**src/hdl/slave_cmd_pkg.sv**
```systemverilog
// constants for the serial slave read/write/diagnosis command handler
package slave_cmd_pkg;
    localparam logic [7:0]  FC_READ      = 8'h03;
    localparam logic [7:0]  FC_WRITE     = 8'h06;
    localparam logic [7:0]  FC_DIAG      = 8'h08;
    localparam logic [7:0]  FC_EXC_FLAG  = 8'h80;
    localparam logic [7:0]  EXC_FUNC     = 8'h01;
    localparam logic [7:0]  EXC_ADDR     = 8'h02;
    localparam logic [7:0]  EXC_DATA     = 8'h03;
    localparam logic [7:0]  BCAST_ADDR   = 8'h00;
    localparam logic [15:0] DIAG_SUB_ECHO = 16'h0000;
    localparam logic [15:0] REG_LIMIT    = 16'h2000;
    localparam logic [15:0] MAX_REGS     = 16'h0010;
    localparam logic [15:0] CRC_INIT     = 16'hFFFF;
    localparam logic [15:0] CRC_POLY     = 16'hA001;
    localparam logic [3:0]  QUERY_LEN    = 4'h8;
    localparam logic [3:0]  EXC_LEN      = 4'h3;
    localparam logic [3:0]  READ_HDR_LEN = 4'h3;

    typedef enum logic [2:0] {
        ST_RX, ST_EXEC, ST_FETCH, ST_TX, ST_CRC_LO, ST_CRC_HI
    } slave_state_e;
endpackage

```
**src/hdl/slave_cmd.sv**
```systemverilog
// serial slave command handler for read, single write and diagnosis echo
`timescale 1ns/10ps
module slave_cmd
    import slave_cmd_pkg::*;
#(
    parameter int ADDR_W = 13
) (
    // clock and reset
    input  wire logic                clk,
    input  wire logic                rst_b,
    // configuration
    input  wire logic [7:0]          own_addr,
    // received bytes, framed by the uart layer
    input  wire logic                rx_valid,
    input  wire logic [7:0]          rx_data,
    input  wire logic                rx_frame_end,
    // transmitted bytes
    output logic                     tx_valid,
    output logic [7:0]               tx_data,
    input  wire logic                tx_ready,
    output logic                     tx_frame_end,
    // register space access
    output logic                     reg_rd,
    output logic                     reg_wr,
    output logic [ADDR_W-1:0]        reg_addr,
    output logic [15:0]              reg_wdata,
    input  wire logic [15:0]         reg_rdata
);
    import slave_cmd_pkg::*;

    function automatic logic [15:0] crc_byte(input logic [15:0] c, input logic [7:0] b);
        logic [15:0] r;
        r = c ^ {8'h00, b};
        for (int i = 0; i < 8; i++) begin
            r = r[0] ? ((r >> 1) ^ CRC_POLY) : (r >> 1);
        end
        return r;
    endfunction

    slave_state_e      state_q, state_d;
    logic [7:0]        qbuf_q [QUERY_LEN], qbuf_d [QUERY_LEN];
    logic [7:0]        tbuf_q [QUERY_LEN], tbuf_d [QUERY_LEN];
    logic [3:0]        cnt_q, cnt_d;
    logic [3:0]        len_q, len_d;
    logic [15:0]       crc_q, crc_d;
    logic [15:0]       addr_q, addr_d;
    logic [15:0]       left_q, left_d;
    logic              lo_q, lo_d;
    logic [7:0]        lo_byte_q, lo_byte_d;
    logic              rd_phase_q, rd_phase_d;
    logic              ovf_q, ovf_d;
    logic [7:0]        tx_q, tx_d;
    logic              txv_q, txv_d;
    logic              end_q, end_d;
    logic              wr_q, wr_d;
    logic              rd_q, rd_d;
    logic [15:0]       wdat_q, wdat_d;

    wire logic [7:0]  q_fc    = qbuf_q[1];
    wire logic [15:0] q_w1    = {qbuf_q[2], qbuf_q[3]};
    wire logic [15:0] q_w2    = {qbuf_q[4], qbuf_q[5]};
    wire logic [15:0] q_crc   = {qbuf_q[7], qbuf_q[6]};
    wire logic [16:0] rd_end  = {1'b0, q_w1} + {1'b0, q_w2};

    always_comb begin
        state_d    = state_q;
        qbuf_d     = qbuf_q;
        tbuf_d     = tbuf_q;
        cnt_d      = cnt_q;
        len_d      = len_q;
        crc_d      = crc_q;
        addr_d     = addr_q;
        left_d     = left_q;
        lo_d       = lo_q;
        lo_byte_d  = lo_byte_q;
        rd_phase_d = rd_phase_q;
        ovf_d      = ovf_q;
        tx_d       = tx_q;
        txv_d      = 1'b0;
        end_d      = 1'b0;
        wr_d       = 1'b0;
        rd_d       = 1'b0;
        wdat_d     = wdat_q;
        unique case (state_q)
            ST_RX: begin
                if (rx_valid) begin
                    if (cnt_q < QUERY_LEN) begin
                        qbuf_d[cnt_q[2:0]] = rx_data;
                        if (cnt_q < QUERY_LEN - 4'h2) begin
                            crc_d = crc_byte(crc_q, rx_data);
                        end
                        cnt_d = cnt_q + 4'h1;
                    end else begin
                        ovf_d = 1'b1;
                    end
                end
                if (rx_frame_end) begin
                    cnt_d = '0;
                    crc_d = CRC_INIT;
                    ovf_d = 1'b0;
                    // complete eight-byte query, good check, our or broadcast address
                    if (!ovf_q && cnt_q == QUERY_LEN && crc_q == q_crc
                        && (qbuf_q[0] == own_addr || qbuf_q[0] == BCAST_ADDR)) begin
                        state_d = ST_EXEC;
                    end
                end
            end
            ST_EXEC: begin
                tbuf_d     = qbuf_q;
                len_d      = QUERY_LEN - 4'h2;
                rd_phase_d = 1'b0;
                cnt_d      = '0;
                crc_d      = CRC_INIT;
                if (q_fc == FC_READ) begin
                    if (q_w2 == 16'h0000 || q_w2 > MAX_REGS) begin
                        tbuf_d[1] = q_fc + FC_EXC_FLAG;
                        tbuf_d[2] = EXC_DATA;
                        len_d     = EXC_LEN;
                    end else if (rd_end > {1'b0, REG_LIMIT}) begin
                        tbuf_d[1] = q_fc + FC_EXC_FLAG;
                        tbuf_d[2] = EXC_ADDR;
                        len_d     = EXC_LEN;
                    end else begin
                        tbuf_d[2]  = {q_w2[6:0], 1'b0};
                        len_d      = READ_HDR_LEN;
                        rd_phase_d = 1'b1;
                        addr_d     = q_w1;
                        left_d     = q_w2;
                        lo_d       = 1'b0;
                    end
                end else if (q_fc == FC_WRITE) begin
                    if (q_w1 >= REG_LIMIT) begin
                        tbuf_d[1] = q_fc + FC_EXC_FLAG;
                        tbuf_d[2] = EXC_ADDR;
                        len_d     = EXC_LEN;
                    end else begin
                        wr_d   = 1'b1;
                        addr_d = q_w1;
                        wdat_d = q_w2;
                    end
                end else if (q_fc == FC_DIAG && q_w1 == DIAG_SUB_ECHO) begin
                    len_d = QUERY_LEN - 4'h2;
                end else begin
                    tbuf_d[1] = q_fc + FC_EXC_FLAG;
                    tbuf_d[2] = EXC_FUNC;
                    len_d     = EXC_LEN;
                end
                // broadcast: act but stay silent
                state_d = (qbuf_q[0] == BCAST_ADDR) ? ST_RX : ST_TX;
            end
            ST_TX: begin
                if (!txv_q || tx_ready) begin
                    if (cnt_q < len_q) begin
                        tx_d  = tbuf_q[cnt_q[2:0]];
                        txv_d = 1'b1;
                        crc_d = crc_byte(crc_q, tbuf_q[cnt_q[2:0]]);
                        cnt_d = cnt_q + 4'h1;
                    end else if (rd_phase_q && left_q != 16'h0000) begin
                        if (lo_q) begin
                            tx_d   = lo_byte_q;
                            txv_d  = 1'b1;
                            crc_d  = crc_byte(crc_q, lo_byte_q);
                            lo_d   = 1'b0;
                            left_d = left_q - 16'h0001;
                            addr_d = addr_q + 16'h0001;
                        end else begin
                            rd_d    = 1'b1;
                            state_d = ST_FETCH;
                        end
                    end else begin
                        state_d = ST_CRC_LO;
                    end
                end else begin
                    txv_d = 1'b1;
                end
            end
            ST_FETCH: begin
                // one-cycle register space latency; word held whole so halves match
                tx_d      = reg_rdata[15:8];
                lo_byte_d = reg_rdata[7:0];
                txv_d     = 1'b1;
                crc_d     = crc_byte(crc_q, reg_rdata[15:8]);
                lo_d      = 1'b1;
                state_d   = ST_TX;
            end
            ST_CRC_LO: begin
                // entered only after the last data byte left, so nothing is pending here
                tx_d    = crc_q[7:0];
                txv_d   = 1'b1;
                state_d = ST_CRC_HI;
            end
            ST_CRC_HI: begin
                txv_d = 1'b1;
                if (tx_ready) begin
                    tx_d    = crc_q[15:8];
                    end_d   = 1'b1;
                    cnt_d   = '0;
                    crc_d   = CRC_INIT;
                    state_d = ST_RX;
                end
            end
        endcase
        if (state_q == ST_CRC_HI && tx_ready) begin
            txv_d = 1'b1;
        end
        if (state_q == ST_RX && txv_q && !tx_ready) begin
            txv_d = 1'b1;
            end_d = end_q;
        end
    end

    always_ff @(posedge clk or negedge rst_b) begin
        if (!rst_b) begin
            state_q    <= ST_RX;
            qbuf_q     <= '{default: 8'h00};
            tbuf_q     <= '{default: 8'h00};
            cnt_q      <= '0;
            len_q      <= '0;
            crc_q      <= CRC_INIT;
            addr_q     <= '0;
            left_q     <= '0;
            lo_q       <= 1'b0;
            lo_byte_q  <= '0;
            rd_phase_q <= 1'b0;
            ovf_q      <= 1'b0;
            tx_q       <= '0;
            txv_q      <= 1'b0;
            end_q      <= 1'b0;
            wr_q       <= 1'b0;
            rd_q       <= 1'b0;
            wdat_q     <= '0;
        end else begin
            state_q    <= state_d;
            qbuf_q     <= qbuf_d;
            tbuf_q     <= tbuf_d;
            cnt_q      <= cnt_d;
            len_q      <= len_d;
            crc_q      <= crc_d;
            addr_q     <= addr_d;
            left_q     <= left_d;
            lo_q       <= lo_d;
            lo_byte_q  <= lo_byte_d;
            rd_phase_q <= rd_phase_d;
            ovf_q      <= ovf_d;
            tx_q       <= tx_d;
            txv_q      <= txv_d;
            end_q      <= end_d;
            wr_q       <= wr_d;
            rd_q       <= rd_d;
            wdat_q     <= wdat_d;
        end
    end

    assign tx_valid     = txv_q;
    assign tx_data      = tx_q;
    assign tx_frame_end = end_q;
    assign reg_rd       = rd_q;
    assign reg_wr       = wr_q;
    assign reg_addr     = addr_q[ADDR_W-1:0];
    assign reg_wdata    = wdat_q;
endmodule

```
**config.mk**
```make
export PLATFORM = sky130hd
export DESIGN_NAME = slave_cmd
export DESIGN_NICKNAME = d
export VERILOG_FILES = /design/src/hdl/slave_cmd_pkg.sv /design/src/hdl/slave_cmd.sv
export SDC_FILE = /design/constraint.sdc
export NUM_CORES = 1
export LEC_CHECK = 0
export BUFFER_PORTS_ARGS = -buffer_cell sky130_fd_sc_hd__buf_2
export CAP_MARGIN = 10
export CORE_MARGIN = 3
export CORE_UTILIZATION = 30
export DETAILED_ROUTE_END_ITERATION = 7
export GPL_ROUTABILITY_DRIVEN = 0
export RECOVER_POWER = 25
export SETUP_SLACK_MARGIN = 0.4
export SYNTH_ARGS = -nofsm -noshare
export SYNTH_HDL_FRONTEND = slang
export SYNTH_SLANG_ARGS = --single-unit
```
**constraint.sdc**
```tcl
create_clock -name clk -period 4.3 [get_ports clk]
set_clock_uncertainty 0.2 [all_clocks]
set_input_delay 0.86 -clock clk [delete_from_list [all_inputs] [get_ports clk]]
set_output_delay 0.86 -clock clk [all_outputs]
set_load 0.03 [all_outputs]
```
==> results of run 1 <==
[per-layer routing]
metal  share of wire  vias to the layer above  GRT usage
met2            0.46                      326      0.290
met3           0.054                       69     0.0211
met1            0.46                     5482      0.260
met5               0                        -          0
met4           0.026                        0     0.0475
li1                -                     5004          -
[power groups by stage]
stage	combinational (mW)	sequential, mW	clock [mW]
final	7.28	3.72	2.23
after global routing	7.96	3.80	2.36
after CTS	7.17	3.70	2.27
after detailed placement	7.12	3.74	0
after global placement	7.02	3.72	0
after floorplan	5.38	3.52	0
[cell usage after synthesis, types with 24 or more instances]
library cell | instances | area share
a21oi_1 | 63 | 0.025
xnor2_1 | 83 | 0.057
nor3_1 | 24 | 0.0094
nand2_1 | 329 | 0.097
nor2_1 | 67 | 0.020
o21ai_0 | 78 | 0.031
clkbuf_1 | 59 | 0.017
nand3_1 | 25 | 0.0098
dfrtp_1 | 206 | 0.40
mux2_2 | 71 | 0.063
[final timing paths]
check	startpoint	end	slack [ps]	depth (start not counted)
max	q_w1[0]$_DFFE_PN0P_	left_q[8]$_DFFE_PN0P_	500	12
min reg2reg	len_q[1]$_DFFE_PN0P_	len_q[1]$_DFFE_PN0P_	250	2
min in group asynchronous	rst_b	tx_data[7]$_DFFE_PN0P_	1030	1
max reg2reg	q_w1[0]$_DFFE_PN0P_	left_q[8]$_DFFE_PN0P_	500	12
max in group asynchronous	rst_b	q_w1[0]$_DFFE_PN0P_	1030	1
min	len_q[1]$_DFFE_PN0P_	len_q[1]$_DFFE_PN0P_	250	2
[cell families after synthesis]
kind of cell | after synthesis
and+or+nand+nor | 530
adders and majority gates | 23
AOI/OAI and AO/OA | 291
buffers and inverters | 104
xor gates and xnor gates | 112
muxes | 97
DFF | 222
[critical path, cell delays in order (launching register included)]
cell and delay (ps):
dfrtp_2 450, ha_4 180, fa_1 490, or3b_1 360, or4b_4 490, a22oi_2 130
nand4_1 110, nor3_2 260, nand4_1 190, a211oi_4 350, buf_6 180, o21ai_1 60
a22o_1 220
[what timing repair did]
action,4_1_cts,5_1_grt
setup endpoints to repair,0,29
resized for setup,0,15
setup buffers,0,4
[flip-flops by register name, summed over array words and instances, names as in the netlist]
name,flops
cnt_q,4
reg_rd,1
addr_q,13
ovf_q,1
left_q,16
state_q,3
tx_frame_end,1
reg_wdata,16
tbuf_q,64
q_crc,16
rd_phase_q,1
lo_byte_q,8
q_w1,16
qbuf_q,8
lo_q,1
q_w2,16
crc_q,16
len_q,3
reg_wr,1
tx_data,8
tx_valid,1
q_fc,8
[area by class of cell]
cell class	count	area [um2]
Sequential cell	222	5580
Tap cell	539	674
Fill cell	4300	27200
Clock buffer	37	793
Multi-Input combinational cell	1053	6840
Inverter	24	90.1
Clock inverter	11	72.6
Timing Repair Buffer	129	793
[layout by cell type (no fill, tap or decap), types with 15 or more instances in the layout]
master     Yosys  routed
a21oi_1       63      63
buf_2         12      77
buf_4          2      48
clkbuf_16      0      27
dfrtp_1      206     204
dfstp_2       16      16
ha_1          22      21
inv_1         22      22
mux2_2        71      71
mux2i_1       15      15
nand2_1      329     329
nand3_1       25      25
nor2_1        67      64
nor3_1        24      24
o21ai_0       78      77
o22ai_1       18      18
xnor2_1       83      83
xor2_1        22      22
==> summary.md, run 1 <==
| Metric | Value |
|---|---|
| Largest family of logic cells by synthesized area | simple AND/OR/NAND/NOR gates |
| Final instance area | 0.0148 mm2 |
| Int Pwr | 7.26 mW |
| CTS Buf Count | 26 |
| Placed cells | 1,961 |
| # IOs | 78 |
| Total power draw | 13.2 mW |
| RSZ-0062 raised after global routing | yes |
| Fmax | 263 MHz |
| Setup TNS | 0 ps |
| Net Sw Frac | 0.451 |
| Asr flop ratio synth | 1.00 |
| Non-Filler Instances | 2,015 |
| Failing checks | capacitance limit, slew limit |
| Cells after Synth | 1,379 |
| Area growth syn-to-layout | 16.1% |
| Die Ht | 212 um |
| DP HPWL | 29,200 um |
| Post-Synth Simple-Gate Area | 0.181 |
| IO Port Bufs | 77 |
| Post-DR vias/cell | about 5.4 |
| H-tree depth | 1 |
| Max-slew headroom | -0.911 |
| Worst EP required | 4540 ps |
| FF+latch count, synth | roughly 220 |
| Clk slew on worst S/H paths | 60 ps |
| Post-place setup slack | 442 ps |
| Final-stage net count | between 1,500 and 2,000 |
| Die X | roughly 210 um |
| Sequential Power Share | 0.281 |
| Multiplexer area fraction after synthesis | 0.0900 |
| Maxcap violations | 1 |
| Area post-placement | 0.0139 mm2 |
| Clk Latency, worst-skew pair | 550 ps |
| Slew Limit Fails | between 100 and 150 |
| Critical Path Start Type | flop |
| Max IR drop VDD | 0.444 mV |
| DRT antenna net count | 0 |
| Top_reg_cell synth | dfrtp_1 |
| Rows | 75 |
| Mapped Area | about 0.013 mm2 |
| Outcome | finished, violations left |
| Post-cts hold buffer count | 0 |
| Starting DRC count in detailed routing | around 940 |
| Synth Warn # | 0 |
| Combinational power share | 0.550 |
| Cell Pwr Density | 891 mW/mm2 |
| Initial antenna violation count | 3 |
| Vias post-DR | 10,900 |
| Minimum clock period | approximately 3800 ps |
| Critical path endpoint category | flop |
| Critical Path AT | approximately 4000 ps |
| Routed Wire Length | 41,200 um |
| Clock power share | 0.169 |
| CTS tree | built |
| Core area | 0.0420 mm2 |
| First-pass GRT wire length | 63,800 um |
| Tightest Pin Transition | 2870 ps |
| Max clock buf depth | 3 |
| Clk Tree Root Cell | clkbuf_16 |
| CTS sink count | between 200 and 250 |
| Distinct cell type count after synthesis | between 80 and 90 |
| Synth Area in Compound Gates | 0.153 |
| Largest net degree at the start of global routing | between 100 and 150 |
| Tot GR Track Use | 0.181 |
| Critical path type | flop to flop |
| Setup violators final | 0 |
| Worst-path fanout max | 7 |
| Die ar. | 0.0451 mm2 |
| DRC | 0 |
| Sequential cell area fraction in the yosys report | 0.436 |
| Hold slack | between 200 and 250 ps |
| Final period utilization | 0.883 |
| Final Hold Vio Count | 0 |
| Psw | 5.97 mW |
| Post-layout util | 0.353 |
| Post-Synth XOR/XNOR Area | 0.0839 |
| # diodes | 0 |
| Setup ws final | 501 ps |
| Min-Delay Path Class | flop to flop |
| Mean Syn Cell Area | 9.27 um2 |
| Avg WL per Cell | 20.5 um |
| Post-synth EDFFs | 0 |
| Syn nets | 1,439 |
| LEAKAGE | 6.78 nW |
| DR pass1 iterations | 5 |
| Gr ovfl total | 0 |
| Post-synthesis adder-cell area fraction | 0.0231 |
| Initial Util | 0.304 |
| Layout cells sized above 1 | 0.208 |
| Vias in the first global route | approximately 11,000 |
Note: power is estimated with default switching activity, not from simulation.
==> run 2, diff against run 1 <==
--- a/config.mk
+++ b/config.mk
@@ -8,9 +8,10 @@
 export BUFFER_PORTS_ARGS = -buffer_cell sky130_fd_sc_hd__buf_2
 export CAP_MARGIN = 10
 export CORE_MARGIN = 3
-export CORE_UTILIZATION = 30
+export CORE_UTILIZATION = 62
 export DETAILED_ROUTE_END_ITERATION = 7
 export GPL_ROUTABILITY_DRIVEN = 0
+export PLACE_DENSITY = 0.81
 export RECOVER_POWER = 25
 export SETUP_SLACK_MARGIN = 0.4
 export SYNTH_ARGS = -nofsm -noshare
==> summary.md, run 2 (same netlist as run 1, synthesis figures left out) <==
| Metric | Value |
|---|---|
| Cell Pwr Density | 914 mW/mm2 (was 891 mW/mm2) |
| Tot GR Track Use | 0.335 (was 0.181) |
| Clk Tree Root Cell | clkbuf_16 (unchanged) |
| H-tree depth | 1 (unchanged) |
| # IOs | 78 (unchanged) |
| Area growth syn-to-layout | 13.0% (was 16.1%) |
| Critical path type | flop to flop (unchanged) |
| DRT antenna net count | 0 (unchanged) |
| Failing checks | capacitance limit, slew limit (unchanged) |
| DRC | 0 (unchanged) |
| Max reg flops | 64 (unchanged) |
| Vias post-DR | 11,200 (was 10,900) |
| Initial Util | 0.644 (was 0.304) |
| DP HPWL | 25,600 um (was 29,200 um) |
| R2r setup slk | 530 ps (was 500 ps) |
| Final period utilization | 0.877 (was 0.883) |
| Fillers | 1,435 (was 4,300) |
| Max clock buf depth | 3 (unchanged) |
| Most common cell after layout, fill and taps aside | nand2_1 (unchanged) |
| Final-stage net count | 1,507 (was 1,516) |
| Vias in the first global route | 10,700 (was 10,600) |
| Largest register by flop count | tbuf_q (unchanged) |
| CTS sink count | 222 (unchanged) |
| Area post-placement | 0.0135 mm2 (was 0.0139 mm2) |
| Setup violators final | 0 (unchanged) |
| # diodes | 0 (unchanged) |
| Tightest Pin Transition | 2260 ps (was 2870 ps) |
| Slowest cell on crit path | or4b_1 (was fa_1) |
| Layout cells sized above 1 | 0.201 (was 0.208) |
| Outcome | finished, violations left (unchanged) |
| Critical path endpoint category | flop (unchanged) |
| Gr ovfl total | 0 (unchanged) |
| Minimum clock period | 3770 ps (was 3800 ps) |
| Core area | 0.0198 mm2 (was 0.0420 mm2) |
| Critical Path, Cell by Cell | ha_2 -> fa_1 -> or3b_1 -> or4b_1 -> a22oi_1 -> nand4_1 -> nor3_2 -> nand4_1 -> a211oi_4 -> buf_6 -> buf_4 -> o22ai_1 -> o2bb2ai_1 (was ha_4 -> fa_1 -> or3b_1 -> or4b_4 -> a22oi_2 -> nand4_1 -> nor3_2 -> nand4_1 -> a211oi_4 -> buf_6 -> o21ai_1 -> a22o_1) |
| Max-slew headroom | -0.505 (was -0.911) |
| Most frequent cells in the layout | nand2_1 (329), dfrtp_1 (205), xnor2_1 (83) (was nand2_1 (329), dfrtp_1 (204), xnor2_1 (83)) |
| Final instance area | 0.0144 mm2 (was 0.0148 mm2) |
| Hold slack | 254 ps (was 248 ps) |
| CTS tree | built (unchanged) |
| DR pass1 iterations | 6 (was 5) |
| Rows | 51 (was 75) |
| Routed Wire Length | 37,500 um (was 41,200 um) |
| Maxcap violations | 1 (unchanged) |
| Post-layout util | 0.728 (was 0.353) |
| Worst-path fanout max | 6 (was 7) |
| RSZ-0062 raised after global routing | yes (unchanged) |
| Avg WL per Cell | 21.7 um (was 20.5 um) |
| CP peak stage delay | 480 ps (was 490 ps) |
| Largest net degree at the start of global routing | 87 (was 112) |
| Die Ht | 150 um (was 212 um) |
| Max IR drop VDD | 0.498 mV (was 0.444 mV) |
| Fmax | 265 MHz (was 263 MHz) |
| Critical Path AT | 3980 ps (was 4040 ps) |
| Setup TNS | 0 ps (unchanged) |
| Min-Delay Path Class | flop to flop (unchanged) |
| LEAKAGE | 6.76 nW (was 6.78 nW) |
| Post-cts hold buffer count | 0 (unchanged) |
| Post-DR vias/cell | 6.47 (was 5.40) |
| Starting DRC count in detailed routing | 1,299 (was 936) |
| Die ar. | 0.0224 mm2 (was 0.0451 mm2) |
| Die X | 150 um (was 212 um) |
| First-pass GRT wire length | 58,600 um (was 63,800 um) |
| Critical path's most frequent cell | nand4_1 (unchanged) |
| Critical Path Start Type | flop (unchanged) |
| Clk slew on worst S/H paths | 70 ps (was 60 ps) |
| Slew Limit Fails | 86 (was 111) |
| IO Port Bufs | 77 (unchanged) |
| CTS Buf Count | 25 (was 26) |
| Final Hold Vio Count | 0 (unchanged) |
| Initial antenna violation count | 0 (was 3) |
| Worst EP required | 4510 ps (was 4540 ps) |
| Clk Latency, worst-skew pair | 530 ps (was 550 ps) |
run 2: per-layer routing:
layer  up-vias  track usage  wire (um)  share of wire
met3       136       0.0760       4040           0.11
met2       650        0.509      16700           0.45
met4         0        0.138       1680          0.045
met5         -            0          0              0
li1       4978            -          -              -
met1      5431        0.469      15000           0.40
run 2: final timing paths:
kind / startpoint / to / depth (start not counted)
worst max-delay path: q_w2[0]$_DFFE_PN0P_ / left_q[7]$_DFFE_PN0P_ / 13
worst min-delay path: len_q[1]$_DFFE_PN0P_ / len_q[1]$_DFFE_PN0P_ / 2
worst max register to register: q_w2[0]$_DFFE_PN0P_ / left_q[7]$_DFFE_PN0P_ / 13
worst min register to register: len_q[1]$_DFFE_PN0P_ / len_q[1]$_DFFE_PN0P_ / 2
max in group asynchronous: rst_b / q_fc[1]$_DFFE_PN0P_ / 2
min in group asynchronous: rst_b / addr_q[9]$_DFFE_PN0P_ / 1
run 2: layout make-up:
type,instances,area (um2),area share
clock buffers,29,671,0.0464
clock inverters,16,193,0.0133
inverters,24,90.1,0.00624
multi-input cells,1053,6850,0.475
flip-flops and latches,222,5580,0.386
well taps,265,332,0.0230
repair buffers,121,728,0.0504
run 2: timing repair:
| item | CTS | global route |
|---|---|---|
| buffers inserted | 0 | 7 |
| setup endpoints to repair | 0 | 29 |
| gates resized for setup | 0 | 17 |
run 2: worst max-delay path, delay by kind of cell (launching register included):
| kind | cells | cell delay [ps] |
|---|---|---|
| AO/OA/AOI/OAI | 4 | 690 |
| adder cells (fa/ha/maj) | 2 | 650 |
| buffers and inverters | 2 | 270 |
| flip-flops | 1 | 410 |
| AND/OR/NAND/NOR | 5 | 1420 |
run 2: power by group:
part           internal [mW]  total, mW  switching [mW]
clock network           1.36       2.25           0.895
registers               2.84       3.80           0.960
logic                   3.07       7.15            4.08
run 2: stage by stage:
| stage | worst slack (ps) | std cells | total power, mW |
|---|---|---|---|
| finish | 528 | 1730 | 13.2 |
| global route | 350 | 1730 | 14.0 |
| CTS | 411 | 1722 | 13.0 |
| detailed placement | 429 | 1677 | 10.7 |
| global placement | 498 | 1677 | 10.5 |
| floorplan | 742 | 1379 | 8.89 |
